File: src/rx_strap_pkg.sv
// constants and types shared by the strapped receiver control logic
package rx_strap_pkg;

  // clock and timing
  localparam int CLK_MHZ          = 250;
  localparam int RST_TO_RX_MS     = 20;
  localparam int RST_TO_RX_CYCLES = RST_TO_RX_MS * 1000 * CLK_MHZ;
  localparam int WAKE_TIME_US     = 500;
  localparam int WAKE_CYCLES      = WAKE_TIME_US * CLK_MHZ;
  localparam int PWR_OFF_US       = 100;
  localparam int PWR_OFF_CYCLES   = PWR_OFF_US * CLK_MHZ;
  localparam int TIMER_W          = 23;

  // strap probing: four phases of 32 cycles each
  localparam int PHASE_W     = 5;
  localparam int STRAP_CNT_W = 7;
  localparam int NUM_SENSE   = 5;

  typedef enum logic [1:0] {
    STRAP_GND = 2'h0,
    STRAP_VDD = 2'h1,
    STRAP_PB  = 2'h2,
    STRAP_PA  = 2'h3
  } strap_t;

  // sampled level over the four phases, oldest first
  localparam logic [3:0] PAT_GND = 4'h0;
  localparam logic [3:0] PAT_VDD = 4'hf;
  localparam logic [3:0] PAT_PA  = 4'h3;
  localparam logic [3:0] PAT_PB  = 4'h5;

  typedef enum logic [2:0] {
    ST_PWROFF = 3'h0,
    ST_STRAP  = 3'h1,
    ST_LOAD   = 3'h2,
    ST_BOOT   = 3'h3,
    ST_RX     = 3'h4,
    ST_STANDBY_TOGGLE   = 3'h5,
    ST_WAKE   = 3'h6
  } mode_state_t;

  // preloaded configuration tables
  localparam logic [2:0] FREQ_315     = 3'h1;
  localparam logic [2:0] FREQ_HI_BASE = 3'h3;
  localparam int         NUM_FREQ     = 6;
  localparam logic [19:0] CARRIER_KHZ [0:NUM_FREQ-1] = '{
    20'h69f00, 20'h4ce78, 20'h69fe6, 20'hd3e00, 20'hd3fcc, 20'hdfe08
  };
  localparam logic [3:0]  MODEM_DVDD_BASE = 4'h4;
  localparam logic [3:0]  MODEM_DPB_BASE  = 4'h6;
  localparam logic [3:0]  MODEM_DPA_BASE  = 4'ha;
  localparam logic [12:0] FSK_MASK        = 13'h1fc0;
  localparam logic [12:0] SQUELCH_MASK    = 13'h1800;

  // clock output synthesis: toggle on accumulator wrap
  localparam int         NCO_W       = 8;
  localparam logic [7:0] NCO_MOD     = 8'hfa;
  localparam logic [7:0] STEP_10MHZ  = 8'h14;
  localparam logic [7:0] STEP_15MHZ  = 8'h1e;

  // register map
  localparam logic [7:0]  ADR_STATUS  = 8'h00;
  localparam logic [7:0]  ADR_CONFIG  = 8'h04;
  localparam logic [7:0]  ADR_CONTROL = 8'h08;
  localparam logic [31:0] CTRL_RESET  = 32'h0;
  localparam int          CTRL_CLK_OFF = 0;

endpackage

File: src/input_sync.sv
// three-stage synchroniser; output follows once stages two and three agree
`timescale 1ns/1ns
module input_sync #(
  parameter int WIDTH = 1
) (
  // clock and reset
  input  wire logic             clk_in,
  input  wire logic             rst_n_in,
  // asynchronous inputs and filtered result
  input  wire logic [WIDTH-1:0] async_in,
  output logic      [WIDTH-1:0] stable_out
);

  logic [WIDTH-1:0] s1_ff;
  logic [WIDTH-1:0] s2_ff;
  logic [WIDTH-1:0] s3_ff;
  logic [WIDTH-1:0] agree;

  assign agree = s2_ff ~^ s3_ff;

  always_ff @(posedge clk_in or negedge rst_n_in) begin
    if (!rst_n_in) begin
      s1_ff      <= '0;
      s2_ff      <= '0;
      s3_ff      <= '0;
      stable_out <= '0;
    end else begin
      s1_ff      <= async_in;
      s2_ff      <= s1_ff;
      s3_ff      <= s2_ff;
      stable_out <= (agree & s3_ff) | (~agree & stable_out);
    end
  end

endmodule

File: src/clk_nco.sv
// fractional divider producing a gated square wave from the system clock
`timescale 1ns/1ns
module clk_nco (
  // clock and reset
  input  wire logic       clk_in,
  input  wire logic       rst_n_in,
  // control
  input  wire logic       run_in,
  input  wire logic [7:0] step_in,
  // generated clock
  output logic            clk_out
);

  logic [rx_strap_pkg::NCO_W-1:0] acc_ff;
  logic [rx_strap_pkg::NCO_W:0]   sum;

  assign sum = {1'b0, acc_ff} + {1'b0, step_in};

  // two toggles per output period: rate = step/2 of the modulus
  always_ff @(posedge clk_in or negedge rst_n_in) begin
    if (!rst_n_in) begin
      acc_ff  <= '0;
      clk_out <= 1'b0;
    end else if (!run_in) begin
      acc_ff  <= '0;
      clk_out <= 1'b0;
    end else if (sum >= {1'b0, rx_strap_pkg::NCO_MOD}) begin
      acc_ff  <= rx_strap_pkg::NCO_W'(sum - {1'b0, rx_strap_pkg::NCO_MOD});
      clk_out <= ~clk_out;
    end else begin
      acc_ff  <= sum[rx_strap_pkg::NCO_W-1:0];
    end
  end

endmodule

File: src/strap_rx_ctrl.sv
// strap-configured receiver control: boot, mode machine, pins, registers
//
// Functional notes
// each selector decodes as ground, supply, first probe or second probe.
// straps read once at startup; preloaded configuration loaded without help.
// strap_a and strap_b pick one of six carrier frequencies.
// strap_c and strap_d pick one of thirteen OOK or FSK modem profiles.
// clock pin tied to first probe disables the clock output.
// only receive and standby; each standby toggle switches the mode.
// mode status low in receive, high in standby.
// standby keeps settings; receive resumes within 0.5 ms of toggle.
// reset cycles power then reaches receive in about 20 ms.
// clock output 10 MHz for 315 MHz carrier, else 15 MHz.
// clock stopped in standby and reset; valid only while status low.
// oversampled demodulated bits appear unclocked on the data pin.
// second probe shares the data pin, first probe the status pin.
// probes drive distinct patterns during startup sampling.
//
// The placing of the registers and the Wishbone register port are this design's own decisions.
`timescale 1ns/1ns
module strap_rx_ctrl #(
  parameter int RST_TO_RX_CYC = rx_strap_pkg::RST_TO_RX_CYCLES,
  parameter int WAKE_CYC      = rx_strap_pkg::WAKE_CYCLES,
  parameter int PWR_OFF_CYC   = rx_strap_pkg::PWR_OFF_CYCLES
) (
  // clock and reset
  input  wire logic        sys_clk_in,
  input  wire logic        rst_n_in,
  // selector straps and clock pin readback
  input  wire logic        strap_a_in,
  input  wire logic        strap_b_in,
  input  wire logic        strap_c_in,
  input  wire logic        strap_d_in,
  input  wire logic        clk_sense_in,
  // mode control and demodulator bit
  input  wire logic        standby_toggle_in,
  input  wire logic        rx_demod_in,
  // shared pins
  output logic             status_pin_out,
  output logic             data_pin_out,
  output logic             clk_out_out,
  output logic             clk_oe_out,
  // power controls
  output logic             core_pwr_out,
  output logic             analog_en_out,
  // wishbone slave
  input  wire logic        wb_cyc_in,
  input  wire logic        wb_stb_in,
  input  wire logic        wb_we_in,
  input  wire logic [7:0]  wb_adr_in,
  input  wire logic [31:0] wb_dat_in,
  input  wire logic [3:0]  wb_sel_in,
  output logic [31:0]      wb_dat_out,
  output logic             wb_ack_out
);

  localparam int TW = rx_strap_pkg::TIMER_W;
  localparam int SW = rx_strap_pkg::STRAP_CNT_W;

  rx_strap_pkg::mode_state_t state_ff;
  rx_strap_pkg::mode_state_t nxt_state;

  logic [TW-1:0]    timer_ff;
  logic [SW-1:0]    strap_cnt_ff;
  logic [3:0]       smp_ff [0:rx_strap_pkg::NUM_SENSE-1];
  logic [6:0]       sync_out;
  logic [4:0]       sense_s;
  logic             tog_s;
  logic             rx_s;
  logic             tog_prev_ff;
  logic             tog_fall;
  logic [1:0]       phase;
  logic             probe_a_bit;
  logic             probe_b_bit;
  logic             sample_now;
  logic             boot_state;

  logic [2:0]       freq_index_ff;
  logic [3:0]       modem_index_ff;
  logic             clk_en_ff;
  logic             cfg_err_ff;
  logic [2:0]       nxt_freq;
  logic [3:0]       nxt_modem;
  logic             nxt_err;
  logic             clk_run_ff;
  logic             clk_off_ff;
  logic [7:0]       nco_step;

  // input conditioning
  input_sync #(
    .WIDTH (7)
  ) u_sync (
    .clk_in     (sys_clk_in),
    .rst_n_in   (rst_n_in),
    .async_in   ({rx_demod_in, standby_toggle_in, clk_sense_in,
                  strap_d_in, strap_c_in, strap_b_in, strap_a_in}),
    .stable_out (sync_out)
  );

  assign sense_s = sync_out[4:0];
  assign tog_s   = sync_out[5];
  assign rx_s    = sync_out[6];

  // toggle input idles high; a falling edge is one toggle
  always_ff @(posedge sys_clk_in or negedge rst_n_in) begin
    if (!rst_n_in) begin
      tog_prev_ff <= 1'b0;
    end else begin
      tog_prev_ff <= tog_s;
    end
  end

  assign tog_fall = tog_prev_ff & ~tog_s;

  assign boot_state = (state_ff == rx_strap_pkg::ST_PWROFF) ||
                      (state_ff == rx_strap_pkg::ST_STRAP) ||
                      (state_ff == rx_strap_pkg::ST_LOAD) ||
                      (state_ff == rx_strap_pkg::ST_BOOT);

  // mode machine
  always_comb begin
    nxt_state = state_ff;
    unique case (state_ff)
      rx_strap_pkg::ST_PWROFF: begin
        if (timer_ff >= TW'(PWR_OFF_CYC - 1)) begin
          nxt_state = rx_strap_pkg::ST_STRAP;
        end
      end
      rx_strap_pkg::ST_STRAP: begin
        if (strap_cnt_ff == '1) begin
          nxt_state = rx_strap_pkg::ST_LOAD;
        end
      end
      rx_strap_pkg::ST_LOAD: begin
        nxt_state = rx_strap_pkg::ST_BOOT;
      end
      rx_strap_pkg::ST_BOOT: begin
        if (timer_ff >= TW'(RST_TO_RX_CYC - 1)) begin
          nxt_state = rx_strap_pkg::ST_RX;
        end
      end
      rx_strap_pkg::ST_RX: begin
        if (tog_fall) begin
          nxt_state = rx_strap_pkg::ST_STANDBY_TOGGLE;
        end
      end
      rx_strap_pkg::ST_STANDBY_TOGGLE: begin
        if (tog_fall) begin
          nxt_state = rx_strap_pkg::ST_WAKE;
        end
      end
      rx_strap_pkg::ST_WAKE: begin
        if (tog_fall) begin
          nxt_state = rx_strap_pkg::ST_STANDBY_TOGGLE;
        end else if (timer_ff >= TW'(WAKE_CYC - 1)) begin
          nxt_state = rx_strap_pkg::ST_RX;
        end
      end
      default: begin
        nxt_state = rx_strap_pkg::ST_PWROFF;
      end
    endcase
  end

  always_ff @(posedge sys_clk_in or negedge rst_n_in) begin
    if (!rst_n_in) begin
      state_ff <= rx_strap_pkg::ST_PWROFF;
    end else begin
      state_ff <= nxt_state;
    end
  end

  // boot and wake timer
  always_ff @(posedge sys_clk_in or negedge rst_n_in) begin
    if (!rst_n_in) begin
      timer_ff <= '0;
    end else if (state_ff == rx_strap_pkg::ST_STANDBY_TOGGLE) begin
      timer_ff <= '0;
    end else if (boot_state || state_ff == rx_strap_pkg::ST_WAKE) begin
      timer_ff <= timer_ff + TW'(1);
    end
  end

  // strap probing phases
  assign phase       = strap_cnt_ff[SW-1 -: 2];
  assign probe_a_bit = phase[1];
  assign probe_b_bit = phase[0];
  assign sample_now  = (state_ff == rx_strap_pkg::ST_STRAP) &&
                       (strap_cnt_ff[rx_strap_pkg::PHASE_W-1:0] == '1);

  always_ff @(posedge sys_clk_in or negedge rst_n_in) begin
    if (!rst_n_in) begin
      strap_cnt_ff <= '0;
    end else if (state_ff == rx_strap_pkg::ST_STRAP) begin
      strap_cnt_ff <= strap_cnt_ff + SW'(1);
    end
  end

  always_ff @(posedge sys_clk_in or negedge rst_n_in) begin
    if (!rst_n_in) begin
      for (int i = 0; i < rx_strap_pkg::NUM_SENSE; i++) begin
        smp_ff[i] <= '0;
      end
    end else if (sample_now) begin
      for (int i = 0; i < rx_strap_pkg::NUM_SENSE; i++) begin
        smp_ff[i] <= {smp_ff[i][2:0], sense_s[i]};
      end
    end
  end

  // map a four-phase sample to a strap state; msb flags no match
  function automatic logic [2:0] classify(input logic [3:0] p);
    logic [2:0] r;
    r = 3'h4;
    unique case (p)
      rx_strap_pkg::PAT_GND: r = {1'b0, rx_strap_pkg::STRAP_GND};
      rx_strap_pkg::PAT_VDD: r = {1'b0, rx_strap_pkg::STRAP_VDD};
      rx_strap_pkg::PAT_PB:  r = {1'b0, rx_strap_pkg::STRAP_PB};
      rx_strap_pkg::PAT_PA:  r = {1'b0, rx_strap_pkg::STRAP_PA};
      default:               r = 3'h4;
    endcase
    return r;
  endfunction

  // configuration decode
  always_comb begin
    logic [2:0] ca;
    logic [2:0] cb;
    logic [2:0] cc;
    logic [2:0] cd;
    ca = classify(smp_ff[0]);
    cb = classify(smp_ff[1]);
    cc = classify(smp_ff[2]);
    cd = classify(smp_ff[3]);
    nxt_freq  = '0;
    nxt_modem = '0;
    nxt_err   = ca[2] | cb[2] | cc[2] | cd[2];
    if (ca[1:0] == rx_strap_pkg::STRAP_PA) begin
      nxt_err = 1'b1;
    end else if (cb[1:0] == rx_strap_pkg::STRAP_VDD) begin
      nxt_freq = {1'b0, ca[1:0]};
    end else if (cb[1:0] == rx_strap_pkg::STRAP_PB) begin
      nxt_freq = rx_strap_pkg::FREQ_HI_BASE + {1'b0, ca[1:0]};
    end else begin
      nxt_err = 1'b1;
    end
    unique case (cd[1:0])
      rx_strap_pkg::STRAP_GND: nxt_modem = {2'h0, cc[1:0]};
      rx_strap_pkg::STRAP_VDD: begin
        nxt_modem = rx_strap_pkg::MODEM_DVDD_BASE + {2'h0, cc[1:0]};
        if (cc[1]) begin
          nxt_err = 1'b1;
        end
      end
      rx_strap_pkg::STRAP_PB:
        nxt_modem = rx_strap_pkg::MODEM_DPB_BASE + {2'h0, cc[1:0]};
      rx_strap_pkg::STRAP_PA: begin
        nxt_modem = rx_strap_pkg::MODEM_DPA_BASE + {2'h0, cc[1:0]};
        if (cc[1:0] == rx_strap_pkg::STRAP_PA) begin
          nxt_err = 1'b1;
        end
      end
    endcase
    if (nxt_err) begin
      nxt_freq  = '0;
      nxt_modem = '0;
    end
  end

  // loaded once per reset, held through standby
  always_ff @(posedge sys_clk_in or negedge rst_n_in) begin
    if (!rst_n_in) begin
      freq_index_ff  <= '0;
      modem_index_ff <= '0;
      cfg_err_ff     <= 1'b0;
      clk_en_ff      <= 1'b0;
    end else if (state_ff == rx_strap_pkg::ST_LOAD) begin
      freq_index_ff  <= nxt_freq;
      modem_index_ff <= nxt_modem;
      cfg_err_ff     <= nxt_err;
      clk_en_ff      <= (smp_ff[4] != rx_strap_pkg::PAT_PA);
    end
  end

  // shared pins and power controls
  always_ff @(posedge sys_clk_in or negedge rst_n_in) begin
    if (!rst_n_in) begin
      status_pin_out <= 1'b1;
      data_pin_out   <= 1'b0;
      clk_oe_out     <= 1'b0;
      clk_run_ff     <= 1'b0;
      core_pwr_out   <= 1'b0;
      analog_en_out  <= 1'b0;
    end else begin
      if (state_ff == rx_strap_pkg::ST_STRAP) begin
        status_pin_out <= probe_a_bit;
        data_pin_out   <= probe_b_bit;
      end else begin
        status_pin_out <= (state_ff != rx_strap_pkg::ST_RX);
        data_pin_out   <= (state_ff == rx_strap_pkg::ST_RX) & rx_s;
      end
      clk_oe_out    <= clk_en_ff && !boot_state;
      clk_run_ff    <= (state_ff == rx_strap_pkg::ST_RX) && clk_en_ff &&
                       !clk_off_ff;
      core_pwr_out  <= (state_ff != rx_strap_pkg::ST_PWROFF);
      analog_en_out <= (state_ff == rx_strap_pkg::ST_BOOT) ||
                       (state_ff == rx_strap_pkg::ST_WAKE) ||
                       (state_ff == rx_strap_pkg::ST_RX);
    end
  end

  assign nco_step = (freq_index_ff == rx_strap_pkg::FREQ_315) ?
                    rx_strap_pkg::STEP_10MHZ :
                    rx_strap_pkg::STEP_15MHZ;

  clk_nco u_nco (
    .clk_in   (sys_clk_in),
    .rst_n_in (rst_n_in),
    .run_in   (clk_run_ff),
    .step_in  (nco_step),
    .clk_out  (clk_out_out)
  );

  // wishbone slave, one wait state, unmapped reads return zero
  logic        wb_req;
  logic [31:0] rd_data;

  assign wb_req = wb_cyc_in && wb_stb_in && !wb_ack_out;

  always_comb begin
    rd_data = 32'h0;
    unique case (wb_adr_in)
      rx_strap_pkg::ADR_STATUS:
        rd_data = {26'h0, clk_en_ff, cfg_err_ff,
                   status_pin_out, state_ff};
      rx_strap_pkg::ADR_CONFIG:
        rd_data = {rx_strap_pkg::CARRIER_KHZ[freq_index_ff], 2'h0,
                   rx_strap_pkg::SQUELCH_MASK[modem_index_ff],
                   rx_strap_pkg::FSK_MASK[modem_index_ff],
                   modem_index_ff, 1'b0, freq_index_ff};
      rx_strap_pkg::ADR_CONTROL:
        rd_data = {31'h0, clk_off_ff};
      default:
        rd_data = 32'h0;
    endcase
  end

  always_ff @(posedge sys_clk_in or negedge rst_n_in) begin
    if (!rst_n_in) begin
      wb_ack_out <= 1'b0;
      wb_dat_out <= 32'h0;
    end else begin
      wb_ack_out <= wb_req;
      if (wb_req && !wb_we_in) begin
        wb_dat_out <= rd_data;
      end
    end
  end

  always_ff @(posedge sys_clk_in or negedge rst_n_in) begin
    if (!rst_n_in) begin
      clk_off_ff <= rx_strap_pkg::CTRL_RESET[rx_strap_pkg::CTRL_CLK_OFF];
    end else if (wb_cyc_in && wb_stb_in && wb_ack_out && wb_we_in &&
                 wb_sel_in[0] &&
                 wb_adr_in == rx_strap_pkg::ADR_CONTROL) begin
      clk_off_ff <= wb_dat_in[rx_strap_pkg::CTRL_CLK_OFF];
    end
  end
endmodule

File: config.mk
export PLATFORM = sky130hd
export DESIGN_NAME = strap_rx_ctrl
export DESIGN_NICKNAME = d
export VERILOG_FILES = /design/src/rx_strap_pkg.sv /design/src/input_sync.sv /design/src/clk_nco.sv /design/src/strap_rx_ctrl.sv
export SDC_FILE = /design/constraint.sdc
export NUM_CORES = 1
export LEC_CHECK = 0
export BUFFER_PORTS_ARGS = -buffer_cell sky130_fd_sc_hd__buf_2
export CELL_PAD_IN_SITES_DETAIL_PLACEMENT = 1
export CELL_PAD_IN_SITES_GLOBAL_PLACEMENT = 1
export CORE_UTILIZATION = 48
export CTS_BUF_LIST = sky130_fd_sc_hd__clkbuf_4 sky130_fd_sc_hd__clkbuf_8
export DETAILED_ROUTE_END_ITERATION = 10
export PLACE_DENSITY = 0.92
export RECOVER_POWER = 25
export SLEW_MARGIN = 10
export SYNTH_ARGS = -nofsm -noshare
export SYNTH_HDL_FRONTEND = slang
export SYNTH_HIERARCHICAL = 1
export SYNTH_SLANG_ARGS = --single-unit
export TNS_END_PERCENT = 1
File: constraint.sdc
create_clock -name sys_clk_in -period 4.5 [get_ports sys_clk_in]
set_clock_uncertainty 0.15 [all_clocks]
set_input_delay 0 -clock sys_clk_in [delete_from_list [all_inputs] [get_ports sys_clk_in]]
set_output_delay 0 -clock sys_clk_in [all_outputs]
set_load 0.005 [all_outputs]
Word level (Yosys, flattened, before mapping) --
Memories as Yosys holds them, arrays and structs flattened. Cells that the tools add are included.
Word-level totals: memories kept 3, bits in registers 140, bits in read-only memories 192, input bits 56, output and inout bits 39
Memories:
- (no name shown) | depth 8, bits a word 20, read ports 1, clocked after Yosys merged registers in 0, write ports 0, RTL line strap_rx_ctrl.sv:337 | rd_data = {rx_strap_pkg::CARRIER_KHZ[freq_index_ff], 2'h0,
- (no name shown) | depth 16, bits a word 1, read ports 1, clocked after Yosys merged registers in 0, write ports 0, RTL line strap_rx_ctrl.sv:339 | rx_strap_pkg::FSK_MASK[modem_index_ff],
- (no name shown) | depth 16, bits a word 1, read ports 1, clocked after Yosys merged registers in 0, write ports 0, RTL line strap_rx_ctrl.sv:338 | rx_strap_pkg::SQUELCH_MASK[modem_index_ff],
Cells by class: eq/ne operators 39, reductions and logical operators 31, bitwise gates (word level) 13, mux-type cells 38, $lt $le $gt $ge 6, add/subtract/negate cells 8
Operators with widths (count):
- 32-bit one-hot mux with 3 select lines | 1
- 3-bit one-hot mux with 4 select lines | 4
- 23-bit 2-to-1 mux | 2
- 20-bit 2-to-1 mux | 2
- 3-bit 2-to-1 mux | 11
- 23-bit by 1-bit adder with 23-bit output (second input constant) | 1
- 23-bit by 15-bit >= comparator with 1-bit output (second input constant) | 1
- 23-bit by 17-bit >= comparator with 1-bit output (second input constant) | 1
- 23-bit >= comparator (second input constant) | 1
- 3-bit one-hot mux with 7 select lines | 1
- 4-bit by 2-bit == test with 1-bit output (second input constant) | 4
- 4-bit by 3-bit == test with 1-bit output (second input constant) | 4
- 4-bit == test (second input constant) | 4
- 4-bit zero test | 4
- 8-bit 2-to-1 mux | 2
- 4-bit one-hot mux with 4 select lines | 1
- 7-bit AND | 2
- 1-bit logical AND | 11
- 1-bit 2-to-1 mux | 11
- 2-bit == test (second input constant) | 5
- 8-bit by 5-bit adder with 9-bit output | 1
- 3-bit == test (second input constant) | 3
- 9-bit by 8-bit >= comparator with 1-bit output (second input constant) | 1
- 3-bit by 2-bit adder with 4-bit output (first input constant) | 2
- 34 further kinds | 55

Longest topological paths before layout --
Gate-level depths: netlist (run 1).
word-level depth 11, depth in mapped cells 12, mapped depth without buffers 12

Modules after synthesis --
Netlist (run 1), hierarchy kept.
By module, submodules not included:
- strap_rx_ctrl | seq. area each 2353.5 um^2, cells each 481, times used 1, area each 4765.8 um^2
- clk_nco | seq. area each 225.2 um^2, cells each 115, times used 1, area each 940.9 um^2
- input_sync | seq. area each 700.7 um^2, cells each 35, times used 1, area each 779.5 um^2

Worst setup path before layout (run 1) --
Ideal clock, no wire load.
kind reg-to-reg, start reg freq_index_ff[0], end reg u_nco/acc_ff[1] in the netlist's numbering, clock period less this slack 2.896 ns, cell stages (with the launch flop) 11, data required time 4.223 ns, arrival time 2.619 ns, slack 1.604 ns, path through dfrtp_1 > ha_1 > nand2b_1 > fa_1 > a21o_1 > nand4b_1 > a21oi_1 > or2_0 > buf_2 > o41a_1 > mux2i_1
Between the ends: word-level cells in the longest chain between the ends 6, elaborated cells between the ends (all ways) 7, those cells by class add/sub (2); order compare (1); eq/ne (1); mux (3)
Ends and longest elaborated chain:
- start: declaration | RTL line strap_rx_ctrl.sv:78 | logic [2:0] freq_index_ff;
- start signal: assignment | RTL line strap_rx_ctrl.sv:278 | freq_index_ff <= nxt_freq;
- 3-bit by 1-bit == test with 1-bit output (*) | RTL line strap_rx_ctrl.sv:312 | assign nco_step = (freq_index_ff == rx_strap_pkg::FREQ_315) ?
- 4-bit 2-to-1 mux (*) | RTL line strap_rx_ctrl.sv:312
- net nco_step[1] | RTL line strap_rx_ctrl.sv:87 | logic [7:0] nco_step;
- 8-bit by 5-bit adder with 9-bit output (*) | RTL line clk_nco.sv:17 | assign sum = {1'b0, acc_ff} + {1'b0, step_in};
- 8-bit subtractor / 9-bit by 8-bit >= comparator with 1-bit output (equally long branches) | RTL line clk_nco.sv:28, clk_nco.sv:27
- 8-bit 2-to-1 mux (*) | RTL line clk_nco.sv:27 | end else if (sum >= {1'b0, rx_strap_pkg::NCO_MOD}) begin
- 8-bit 2-to-1 mux (*) | RTL line clk_nco.sv:24 | end else if (!run_in) begin
- end signal: assignment | RTL line clk_nco.sv:28 | acc_ff <= rx_strap_pkg::NCO_W'(sum - {1'b0, rx_strap_pkg::NCO_MOD});
- end signal: assignment | RTL line clk_nco.sv:31 | acc_ff <= sum[rx_strap_pkg::NCO_W-1:0];
- end: declaration | RTL line clk_nco.sv:14 | logic [rx_strap_pkg::NCO_W-1:0] acc_ff;
Mark *: on every way through the listed nets, which the timed path passes. The rest lies on a longest branch. A chain may end at the register's enable or synchronous reset.

Final worst setup path (run 1) --
start reg freq_index_ff[1], end reg u_nco/acc_ff[1] in the netlist's numbering
The elaborated chain is that of the path after synthesis.

==> key figures, run 1 <==
Outcome
  • Status: finished, violations left
  • Failing checks: DRC, capacitance limit, slew limit

Layout
  • Layout cells sized above 1: between 10% and 20%
  • Non-Filler Instances: approximately 890
  • Final nets: 782
  • Ant. Diodes: 0
  • Area growth, synth to finish: 15.8%

Timing
  • Final setup viols: 0
  • Least-Margin Pin Slew: approximately 2.1 ns
  • Final min period: ~4 ns
  • Slew Viols, Final: 86
  • Fin crit share: 86.8%
  • F_max: between 200 and 300 MHz
  • RSZ-0062 raised after global routing: no
  • Setup TNS: 0 ns
  • Hold Vio Cnt, Final: 0
  • Slew Limit Headroom: -41.5%

Logic synthesis
  • Top post-synthesis cells by count: dfrtp_1 (130), nand2_1 (69), nor2_1 (49), o21ai_0 (38), a21oi_1 (24)
  • Cells after Synth: between 600 and 700
  • Most common cell in the netlist: dfrtp_1
  • Biggest area consumer among synthesized cells: dfrtp_1
  • Prevailing post-synth register cell: dfrtp_1
  • Asr flop ratio synth: 100%
  • Synth area leaders: dfrtp_1 (50%), mux2_2 (4.0%), nand2_1 (4.0%)
  • Flops & latches, synth: roughly 130
  • Post-synth EDFFs: 0
  • Synth Cell Area: approximately 6500 um2
  • Share of Yosys cell area claimed by the top area cell type: between 50% and 60%
  • YS warnings: 6
  • Synth unique cells: 64
  • Average size of a mapped cell: between 10 and 15 um2
  • Register area share after synthesis: 50.6%

Pwr
  • Static leakage power: between 3 and 4 nW
  • PD cells: ~310 nW/um2
  • Max VDD drop: about 0.00016 V

Setup path
  • Reg2reg path depth: 9
  • Kind of cell adding the most delay to the critical path: compound AO/OA/AOI/OAI gates
  • CP required: about 4.7 ns
  • Worst Path Max Fanout: 9
  • Slowest CP cell: a31oi_1
  • Max stage delay on crit path: roughly 0.67 ns
  • Reg2Reg Launch Point: freq_index_ff[1]
  • Crit path launch: freq_index_ff[1]
  • Setup crit start kind: flop
  • Setup crit end: u_nco/acc_ff[1]
  • Worst-path cell chain: inv_1 -> ha_1 -> nand2b_1 -> fa_1 -> a211oi_1 -> o31ai_1 -> a31oi_1 -> o41a_1 -> mux2i_1
  • WS Path Type: reg2reg
  • Reg-to-Reg End: u_nco/acc_ff[1]
  • Critical path arrival: 4.11 ns
  • CP Depth: 9
  • Crit end category: flop
  • Critical path buffers and inverters: 1
  • Flop-to-flop setup slack: around 0.59 ns

Drt
  • DRT Wirelength: ~18,000 um
  • Vias: ~5,300
  • Antenna Nets Post-Route: 0
  • DRC: 2
  • WL/cell: roughly 20 um
  • Initial drt markers: 360
  • DR vias/cell: 5.89
  • Router iterations before antenna repair: 9

Clocking
  • Clock root cell: clkbuf_8
  • Clock latency on the worst-skew pair: 0.45 ns
  • Cts repair resizes: 0
  • Clk sinks: roughly 130
  • Clock slew at reported path FFs: 0.08 ns
  • H-tree Lvls: 4
  • TritonCTS clock tree: yes
  • Longest Clk Path Bufs: 2
  • TritonCTS Buffers: 17

Global route
  • Gr usage total: 28.0%
  • Largest net degree at the start of global routing: 86
  • First-pass GRT wire length: about 30,000 um
  • Initial antenna violation count: 0
  • Grt ovf: 0
  • Vias in the first global route: 5,800

Floorplan
  • IO Pins: 95
  • DIE AREA: about 14,000 um2
  • Initial Util: between 40 and 50%
  • Core area: around 13,000 um2
  • Rows: 42
  • Die H: approximately 120 um
  • Die Wd: ~120 um

Placement
  • Placed cells: around 840
  • DP HPWL: about 11,000 um
  • IO buf count: 57
  • Placer Congestion: about 0.9

Job
  • Max_cap viols: 1

Worst hold path
  • Worst Hold Class: in2reg
-- layout make-up --
type	instances	area, um2
Clock buffer	20	269
Clock inverter	11	154
Multi-Input combinational cell	457	3010
Timing Repair Buffer	79	503
Tap cell	176	220
Fill cell	1451	5680
Sequential cell	131	3280
Inverter	20	76.3
-- where the power goes --
group / internal [W] / switching (W)
Combinational: 0.0000328 / 0.0000553
Sequential: 0.00119 / 0.0000103
Clock: 0.000583 / 0.000480
Total: 0.00181 / 0.000546
-- stage by stage --
stage                     setup WS [ns]  area [um2]  total power [W]  utilization (%)  hold WS, ns
after floorplan                    1.60        6510          0.00126                -       -0.446
after global placement             1.20        6880          0.00130             52.2      -0.0475
after detailed placement           1.01        6880          0.00130             52.2      -0.0399
after CTS                         0.874        7510          0.00237             57.0       0.0166
after global routing              0.441        7510          0.00243             56.9       0.0231
final                             0.595        7510          0.00236             56.9       0.0411
-- cell usage in the layout (no fill, tap or decap), types with 9 or more instances in the layout --
cell type and count:
dfrtp_1 130, nand2_1 69, buf_2 56, nor2_1 48, o21ai_0 38, a21oi_1 24, mux2_2 23, dlygate4sd3_1 21
inv_1 19, ha_1 19, clkbuf_8 19, xnor2_1 18, nand3_1 18, and3_1 13, xor2_1 13, nor3_1 12
mux2i_1 11, nand2b_1 10, nor4_1 10, or3_1 9, conb_1 9
-- cells by family (layout without fill, tap and decap cells) --
logic type	count (synthesis)	in the layout	share of synthesized area (%)
XOR/XNOR	31	31	4.19
flip-flops	131	131	50.6
multiplexers	34	34	5.69
AO/OA/AOI/OAI	126	126	13.3
adder cells (fa/ha/maj)	27	27	5.19
other	2	9	0.116
buffers and inverters	50	130	3.49
AND/OR/NAND/NOR	230	230	17.5
-- timing repair --
item,CTS,global route
buffers inserted,0,0
hold buffers,21,0
endpoints found under the hold margin,101,0
-- registers in the layout, summed over array words and instances, names as in the netlist, 3 cells and up, named ones only --
| register | count |
|---|---|
| modem_index_ff | 4 |
| u_sync/s2_ff | 7 |
| u_sync/s3_ff | 7 |
| timer_ff | 23 |
| state_ff | 3 |
| wb_dat_out | 23 |
| u_sync/s1_ff | 7 |
| smp_ff | 20 |
| freq_index_ff | 3 |
| strap_cnt_ff | 7 |
| u_nco/acc_ff | 8 |
-- how the worst min path moves through the flow --
stage	slack, ns	from	cells after the start	end
detailed placement	-0.04	clk_sense_in	1	u_sync/s1_ff[4]
floorplan	-0.45	rst_n_in	0	analog_en_out
global route	0.02	rx_demod_in	2	u_sync/s1_ff[6]
global placement	-0.05	rst_n_in	1	u_nco/acc_ff[4]
CTS	0.02	clk_sense_in	2	u_sync/s1_ff[4]
finish	0.04	strap_d_in	2	u_sync/s1_ff[3]
-- metal layers --
layer	track usage [%]	vias to the layer above	part of all wire, %
met4	15.3	0	3.7
met2	49.4	165	52
met3	5.26	49	3.9
met1	32.1	2677	40
li1	-	2372	-
met5	0	-	0
Note: power is estimated with default switching activity, not from simulation.
==> inputs of run 2 (changes only) <==
Settings changed: PLACE_DENSITY 0.92 to unset, PLACE_DENSITY_LB_ADDON set to 0.1.
==> run 2 against run 1 <==
Net effect:
- the flow finishes with violations (capacitance limit, slew limit)
- hold slack better by 0.0027 ns
- register-to-register slack better by 0.40 ns
- global-route usage fell by 5.0 points
- non-clock buffer count decreased by 2
- first-iteration DRC count down 57%
- highest routed layer unchanged
- clock power down 4%
- largest cell class unchanged
- flip-flop and latch count stayed put
- sequential power about the same
- critical path depth is 1 lower
- maximum frequency grew 11%
- cell count shrank 0.11%
- total power fell by 2.3%
==> key figures, run 2 (synthesized netlist as in run 1, its figures left out) <==
Floorplan
  • Initial Util: 49.2% (unchanged)
  • Die Wd: 118 um (unchanged)
  • Rows: 42 (unchanged)
  • IO Pins: 95 (unchanged)
  • Core area: 13,200 um2 (unchanged)
  • Die H: 118 um (unchanged)
  • DIE AREA: 14,000 um2 (unchanged)

Timing
  • F_max: 285 MHz (was 256 MHz)
  • Hold Vio Cnt, Final: 0 (unchanged)
  • Slew Viols, Final: 52 (was 86)
  • Hold Slack: 0.0438 ns (was 0.0411 ns)
  • Fin crit share: 77.9% (was 86.8%)
  • Least-Margin Pin Slew: 2.75 ns (was 2.12 ns)
  • Slew Limit Headroom: -83.3% (was -41.5%)
  • RSZ-0062 raised after global routing: no (unchanged)
  • Setup TNS: 0 ns (unchanged)
  • Worst setup margin: 0.993 ns (was 0.595 ns)
  • Final setup viols: 0 (unchanged)
  • Final min period: 3.51 ns (was 3.91 ns)

Setup path
  • Critical path arrival: 3.71 ns (was 4.11 ns)
  • Setup crit start kind: flop (unchanged)
  • Flop-to-flop setup slack: 0.99 ns (was 0.59 ns)
  • WS Path Type: reg2reg (unchanged)
  • Worst Path Max Fanout: 10 (was 9)
  • CP required: 4.71 ns (was 4.70 ns)
  • Crit end category: flop (unchanged)

Drt
  • Router iterations before antenna repair: 4 (was 9)
  • DR vias/cell: 5.55 (was 5.89)
  • WL/cell: 16.8 um (was 20.5 um)
  • Met2 wire len: 7250 um (was 9520 um)
  • M1 WL: 7150 um (was 7370 um)
  • Vias: 4,957 (was 5,263)
  • Top layer in use: met4 (unchanged)
  • Antenna Nets Post-Route: 0 (unchanged)
  • DRT Wirelength: 15,000 um (was 18,300 um)
  • Met3 WL: 431 um (was 719 um)
  • DRC: 0 (was 2)
  • Initial drt markers: 156 (was 360)

Layout
  • Regs by FF count: timer_ff (23), wb_dat_out (23), smp_ff (20) (unchanged)
  • Multi-input gate area: 3010 um2 (unchanged)
  • Reg area: 3280 um2 (unchanged)
  • Commonest cells after routing, fill and taps aside: dfrtp_1 (130), nand2_1 (69), buf_2 (56) (unchanged)
  • Area growth, synth to finish: 15.1% (was 15.8%)
  • FILL cells: 1,492 (was 1,451)
  • Final nets: 780 (was 782)
  • Non-Filler Instances: 893 (was 894)
  • Commonest non-fill, non-tap cell in the layout: dfrtp_1 (unchanged)
  • Ant. Diodes: 0 (unchanged)
  • Layout cells sized above 1: 17.9% (was 17.8%)

Clocking
  • H-tree Lvls: 4 (unchanged)
  • Clock slew at reported path FFs: 0.08 ns (about the same)
  • Clock root cell: clkbuf_8 (unchanged)
  • TritonCTS Buffers: 17 (unchanged)
  • TritonCTS clock tree: yes (unchanged)
  • Clock latency on the worst-skew pair: 0.44 ns (was 0.45 ns)
  • Longest Clk Path Bufs: 2 (unchanged)
  • Clk sinks: 131 (unchanged)

Pwr
  • Static leakage power: 3.56 nW (was 3.57 nW)
  • Max VDD drop: 0.000217 V (was 0.000159 V)
  • PD cells: 308 nW/um2 (was 314 nW/um2)

Placement
  • DP HPWL: 10,500 um (was 11,100 um)
  • Placer Congestion: 0.826 (was 0.896)
  • DP Worst Slack: 1.08 ns (was 1.01 ns)
  • Placed cells: 843 (was 842)
  • IO buf count: 57 (unchanged)

Outcome
  • Failing checks: capacitance limit, slew limit (was DRC, capacitance limit, slew limit)
  • Status: finished, violations left (unchanged)

Global route
  • Grt ovf: 0 (unchanged)
  • Initial antenna violation count: 0 (unchanged)
  • Largest net degree at the start of global routing: 77 (was 86)
  • Gr usage total: 23.1% (was 28.0%)
  • First-pass GRT wire length: 25,900 um (was 30,400 um)
  • Vias in the first global route: 5,284 (was 5,800)

Job
  • Max_cap viols: 1 (unchanged)

Worst hold path
  • Worst Hold Class: in2reg (unchanged)
## run 2: stage by stage
stage	utilization [%]	cell area, um2	power, W
floorplan	-	6510	0.00126
global placement	52.2	6890	0.00130
detailed placement	52.2	6890	0.00130
CTS	56.7	7470	0.00234
global route	56.6	7470	0.00239
finish	56.6	7470	0.00230
## run 2: timing repair
action	CTS	global route
hold endpoints to repair	151	0
hold buffers	18	0
buffers inserted	0	0
gates resized for setup	0	0
## run 2: area by class of cell
cell class,instances,area share [%]
well taps,176,2.95
repair buffers,77,6.37
clock buffers,18,3.23
inverters,20,1.02
multi-input cells,457,40.3
clock inverters,14,2.24
flip-flops and latches,131,43.9
## run 2: layer usage
| layer | track usage [%] | vias to the layer above |
|---|---|---|
| met4 | 8.09 | 0 |
| met2 | 37.9 | 79 |
| met1 | 30.9 | 2490 |
| met5 | 0 | - |
| met3 | 4.01 | 12 |
| li1 | - | 2376 |
## run 2: worst max-delay path, stage by stage (launching register included)
cell and delay (ns):
dfrtp_1 0.57, ha_1 0.24, nand2b_1 0.19, fa_1 0.55
a211oi_1 0.35, o31ai_1 0.15, a31oi_1 0.65, o41a_1 0.38
mux2i_1 0.22
## run 2: path summary, 6_finish.rpt
path	startpoint	endpoint	depth (start not counted)
max in group asynchronous	rst_n_in	timer_ff[14]	3
max reg2reg	freq_index_ff[0]	u_nco/acc_ff[2]	8
min in group asynchronous	rst_n_in	wb_dat_out[4]	3
min	strap_d_in	u_sync/s1_ff[3]	2
max	freq_index_ff[0]	u_nco/acc_ff[2]	8
min reg2reg	u_sync/s1_ff[1]	u_sync/s2_ff[1]	0
## run 2: power by group
group	switching [W]	leakage, nW	internal, W
registers	0.00000946	1.74	0.00119
clock network	0.000500	0.202	0.000515
logic	0.0000512	1.62	0.0000320
==> inputs of run 3 (changes only) <==
Settings changed: ABC_AREA set to 1, CORE_UTILIZATION 48 to 40.
Clock period 4.5 ns to 3 ns, I/O delays scaled along.
==> run 3 against run 2 <==
Net effect:
- cell count rose by 35%
- largest cell class unchanged
- design area rose by 9.4%
- via count rose by 22%
- highest routed layer unchanged
- die area rose by 30%
- the run still ends with capacitance limit, slew limit left
==> key figures, run 3 <==
Logic synthesis
  • Top post-synthesis cells by count: nand2_1 (236), dfrtp_1 (130), nor2_1 (104), inv_1 (103), nand3_1 (52) (was dfrtp_1 (130), nand2_1 (69), nor2_1 (49), o21ai_0 (38), a21oi_1 (24))
  • Share of Yosys cell area claimed by the top area cell type: 46.1% (was 50.2%)
  • Synth unique cells: 52 (was 64)
  • YS warnings: 6 (unchanged)
  • Synth area leaders: dfrtp_1 (46%), nand2_1 (13%), nor2_1 (5.5%) (was dfrtp_1 (50%), mux2_2 (4.0%), nand2_1 (4.0%))
  • Register area share after synthesis: 46.5% (was 50.6%)
  • Average size of a mapped cell: 8.06 um2 (was 10.3 um2)
  • Synth Cell Area: 7050 um2 (was 6490 um2)
  • Cells after Synth: 875 (was 631)
  • Prevailing post-synth register cell: dfrtp_1 (unchanged)
  • Post-synth EDFFs: 0 (unchanged)
  • Flops & latches, synth: 131 (unchanged)
  • Biggest area consumer among synthesized cells: dfrtp_1 (unchanged)
  • Asr flop ratio synth: 100% (unchanged)
  • Most common cell in the netlist: nand2_1 (was dfrtp_1)

Timing
  • Fin crit share: 91.2% (was 77.9%)
  • F_max: 365 MHz (was 285 MHz)
  • Setup TNS: 0 ns (unchanged)
  • Worst setup margin: 0.264 ns (was 0.993 ns)
  • RSZ-0062 raised after global routing: no (unchanged)
  • Slew Viols, Final: 113 (was 52)
  • Least-Margin Pin Slew: 1.59 ns (was 2.75 ns)
  • Hold Vio Cnt, Final: 0 (unchanged)
  • Slew Limit Headroom: -6.19% (was -83.3%)
  • Final min period: 2.74 ns (was 3.51 ns)
  • Final setup viols: 0 (unchanged)

Global route
  • Gr usage total: 22.0% (was 23.1%)
  • First-pass GRT wire length: 31,300 um (was 25,900 um)
  • Vias in the first global route: 6,466 (was 5,284)
  • Largest net degree at the start of global routing: 113 (was 77)
  • Grt ovf: 0 (unchanged)
  • Initial antenna violation count: 0 (unchanged)

Floorplan
  • IO Pins: 95 (unchanged)
  • Die H: 135 um (was 118 um)
  • DIE AREA: 18,200 um2 (was 14,000 um2)
  • Rows: 48 (was 42)
  • Initial Util: 40.9% (was 49.2%)
  • Core area: 17,200 um2 (was 13,200 um2)
  • Die Wd: 135 um (was 118 um)

Drt
  • Antenna Nets Post-Route: 0 (unchanged)
  • DRC: 0 (unchanged)
  • Initial drt markers: 238 (was 156)
  • WL/cell: 15.2 um (was 16.8 um)
  • DR vias/cell: 5.02 (was 5.55)
  • Router iterations before antenna repair: 4 (unchanged)
  • DRT Wirelength: 18,300 um (was 15,000 um)
  • Vias: 6,050 (was 4,957)

Setup path
  • Reg-to-Reg End: u_nco/acc_ff[2] (unchanged)
  • Worst Path Max Fanout: 9 (was 10)
  • WS Path Type: reg2reg (unchanged)
  • Reg2Reg Launch Point: freq_index_ff[0] (unchanged)
  • Critical path arrival: 2.92 ns (was 3.71 ns)
  • Flop-to-flop setup slack: 0.26 ns (was 0.99 ns)
  • Reg2reg path depth: 16 (was 8)
  • Crit end category: flop (unchanged)
  • CP required: 3.18 ns (was 4.71 ns)
  • Crit path launch: freq_index_ff[0] (unchanged)
  • Setup crit start kind: flop (unchanged)

Clocking
  • TritonCTS Buffers: 17 (unchanged)
  • Clock slew at reported path FFs: 0.09 ns (was 0.08 ns)
  • H-tree Lvls: 4 (unchanged)
  • TritonCTS clock tree: yes (unchanged)
  • Clock root cell: clkbuf_8 (unchanged)
  • Clk sinks: 131 (unchanged)
  • Clock latency on the worst-skew pair: 0.45 ns (was 0.44 ns)
  • Longest Clk Path Bufs: 2 (unchanged)

Job
  • Max_cap viols: 1 (unchanged)

Layout
  • Area growth, synth to finish: 15.9% (was 15.1%)
  • Layout cells sized above 1: 13.5% (was 17.9%)
  • Non-Filler Instances: 1,204 (was 893)
  • Commonest cells after routing, fill and taps aside: nand2_1 (236), dfrtp_1 (130), nor2_1 (104) (was dfrtp_1 (130), nand2_1 (69), buf_2 (56))
  • Commonest non-fill, non-tap cell in the layout: nand2_1 (was dfrtp_1)
  • Ant. Diodes: 0 (unchanged)
  • Multi-input gate area: 3220 um2 (was 3010 um2)
  • FILL cells: 2,112 (was 1,492)
  • Final nets: 1,042 (was 780)
  • Regs by FF count: timer_ff (23), wb_dat_out (23), smp_ff (20) (unchanged)
  • Reg area: 3280 um2 (unchanged)

Pwr
  • PD cells: 443 nW/um2 (was 308 nW/um2)
  • Power, Total: 0.00362 W (was 0.00230 W)
  • Max VDD drop: 0.000312 V (was 0.000217 V)
  • Static leakage power: 4.13 nW (was 3.56 nW)

Worst hold path
  • Min-Delay Path Depth: 2 (unchanged)
  • Worst Hold Class: in2reg (unchanged)
  • Min-Delay Endpoint: u_sync/s1_ff[5] (was u_sync/s1_ff[3])
  • Min-delay src: standby_toggle_in (was strap_d_in)

Placement
  • DP Worst Slack: 0.181 ns (was 1.08 ns)
  • IO buf count: 57 (unchanged)
  • DP HPWL: 13,400 um (was 10,500 um)
  • Placed cells: 1,150 (was 843)
  • Placer Congestion: 0.862 (was 0.826)

Outcome
  • Status: finished, violations left (unchanged)
  • Failing checks: capacitance limit, slew limit (unchanged)
## run 3: cell count changes after synthesis, moves of 15 or more
cell and delta:
inv_1 +84, mux2_2 -19, nand2_1 +167, nand3_1 +34
nand4_1 +18, nor2_1 +55, xnor2_1 -15
## run 3: critical path: stages, from the launching register on
cell	delay, ns
dfrtp_1	0.48
ha_1	0.21
nand2_1	0.11
buf_4	0.17
ha_1	0.33
nand2_1	0.12
inv_1	0.05
nand2_1	0.09
nand3_1	0.08
nand2_1	0.07
nand2_2	0.11
nor2_4	0.21
nand3_4	0.14
nand3_4	0.14
nand2_1	0.07
nand2_1	0.06
nor2_1	0.04
## run 3: logic make-up (layout without fill, tap and decap cells)
logic type	count (synthesis)	count (layout)	share of synthesized area, %
AOI/OAI and AO/OA	100	100	8.68
xor gates and xnor gates	18	18	2.24
adders and majority gates	20	20	3.66
buffers and inverters	132	229	8.23
DFF	131	131	46.5
muxes	4	4	0.639
other	2	9	0.107
and+or+nand+nor	468	468	29.9
## run 3: repair_timing
action / CTS / global route
resized for setup: 0 / 1
hold endpoints to repair: 137 / 1
buffers inserted: 0 / 1
setup endpoints to repair: 0 / 7
hold buffers: 20 / 1
## run 3: area by class of cell
cell class                      instances  share of cell area [%]
Sequential cell                       131                    40.1
Multi-Input combinational cell        619                    39.4
Timing Repair Buffer                   89                    6.74
Inverter                              108                    4.98
Tap cell                              225                    3.45
Clock buffer                           18                    3.03
Clock inverter                         14                    2.31
## run 3: through the flow
stage          util (%)  instance area [um2]  hold slack, ns
2_1_floorplan         -                 7080          -0.446
3_3_place_gp       43.8                 7550         -0.0406
3_5_place_dp       43.8                 7550         -0.0403
4_1_cts            47.5                 8190        0.000471
5_1_grt            47.4                 8170         0.00187
6_report           47.4                 8170          0.0340
## run 3: worst max-delay path by stage
stage	endpoint	slack, ns	cells after the start
5_1_grt	u_nco/acc_ff[3]	0.01	16
3_3_place_gp	u_nco/acc_ff[6]	0.26	14
6_report	u_nco/acc_ff[2]	0.26	16
4_1_cts	u_nco/acc_ff[2]	0.16	17
2_1_floorplan	u_nco/acc_ff[3]	0.44	14
3_5_place_dp	u_nco/clk_out	0.18	14
## run 3: per-layer routing
layer	GRT usage, %	vias to the layer above	share of wire [%]
met5	0	-	0
met4	6.24	0	1.3
met3	4.20	20	2.2
met2	39.2	69	52
met1	26.9	2983	45
li1	-	2978	-
## run 3: power by group
group	switching [W]	internal, W
clock network	0.000805	0.000871
logic	0.0000906	0.0000497
registers	0.0000162	0.00179
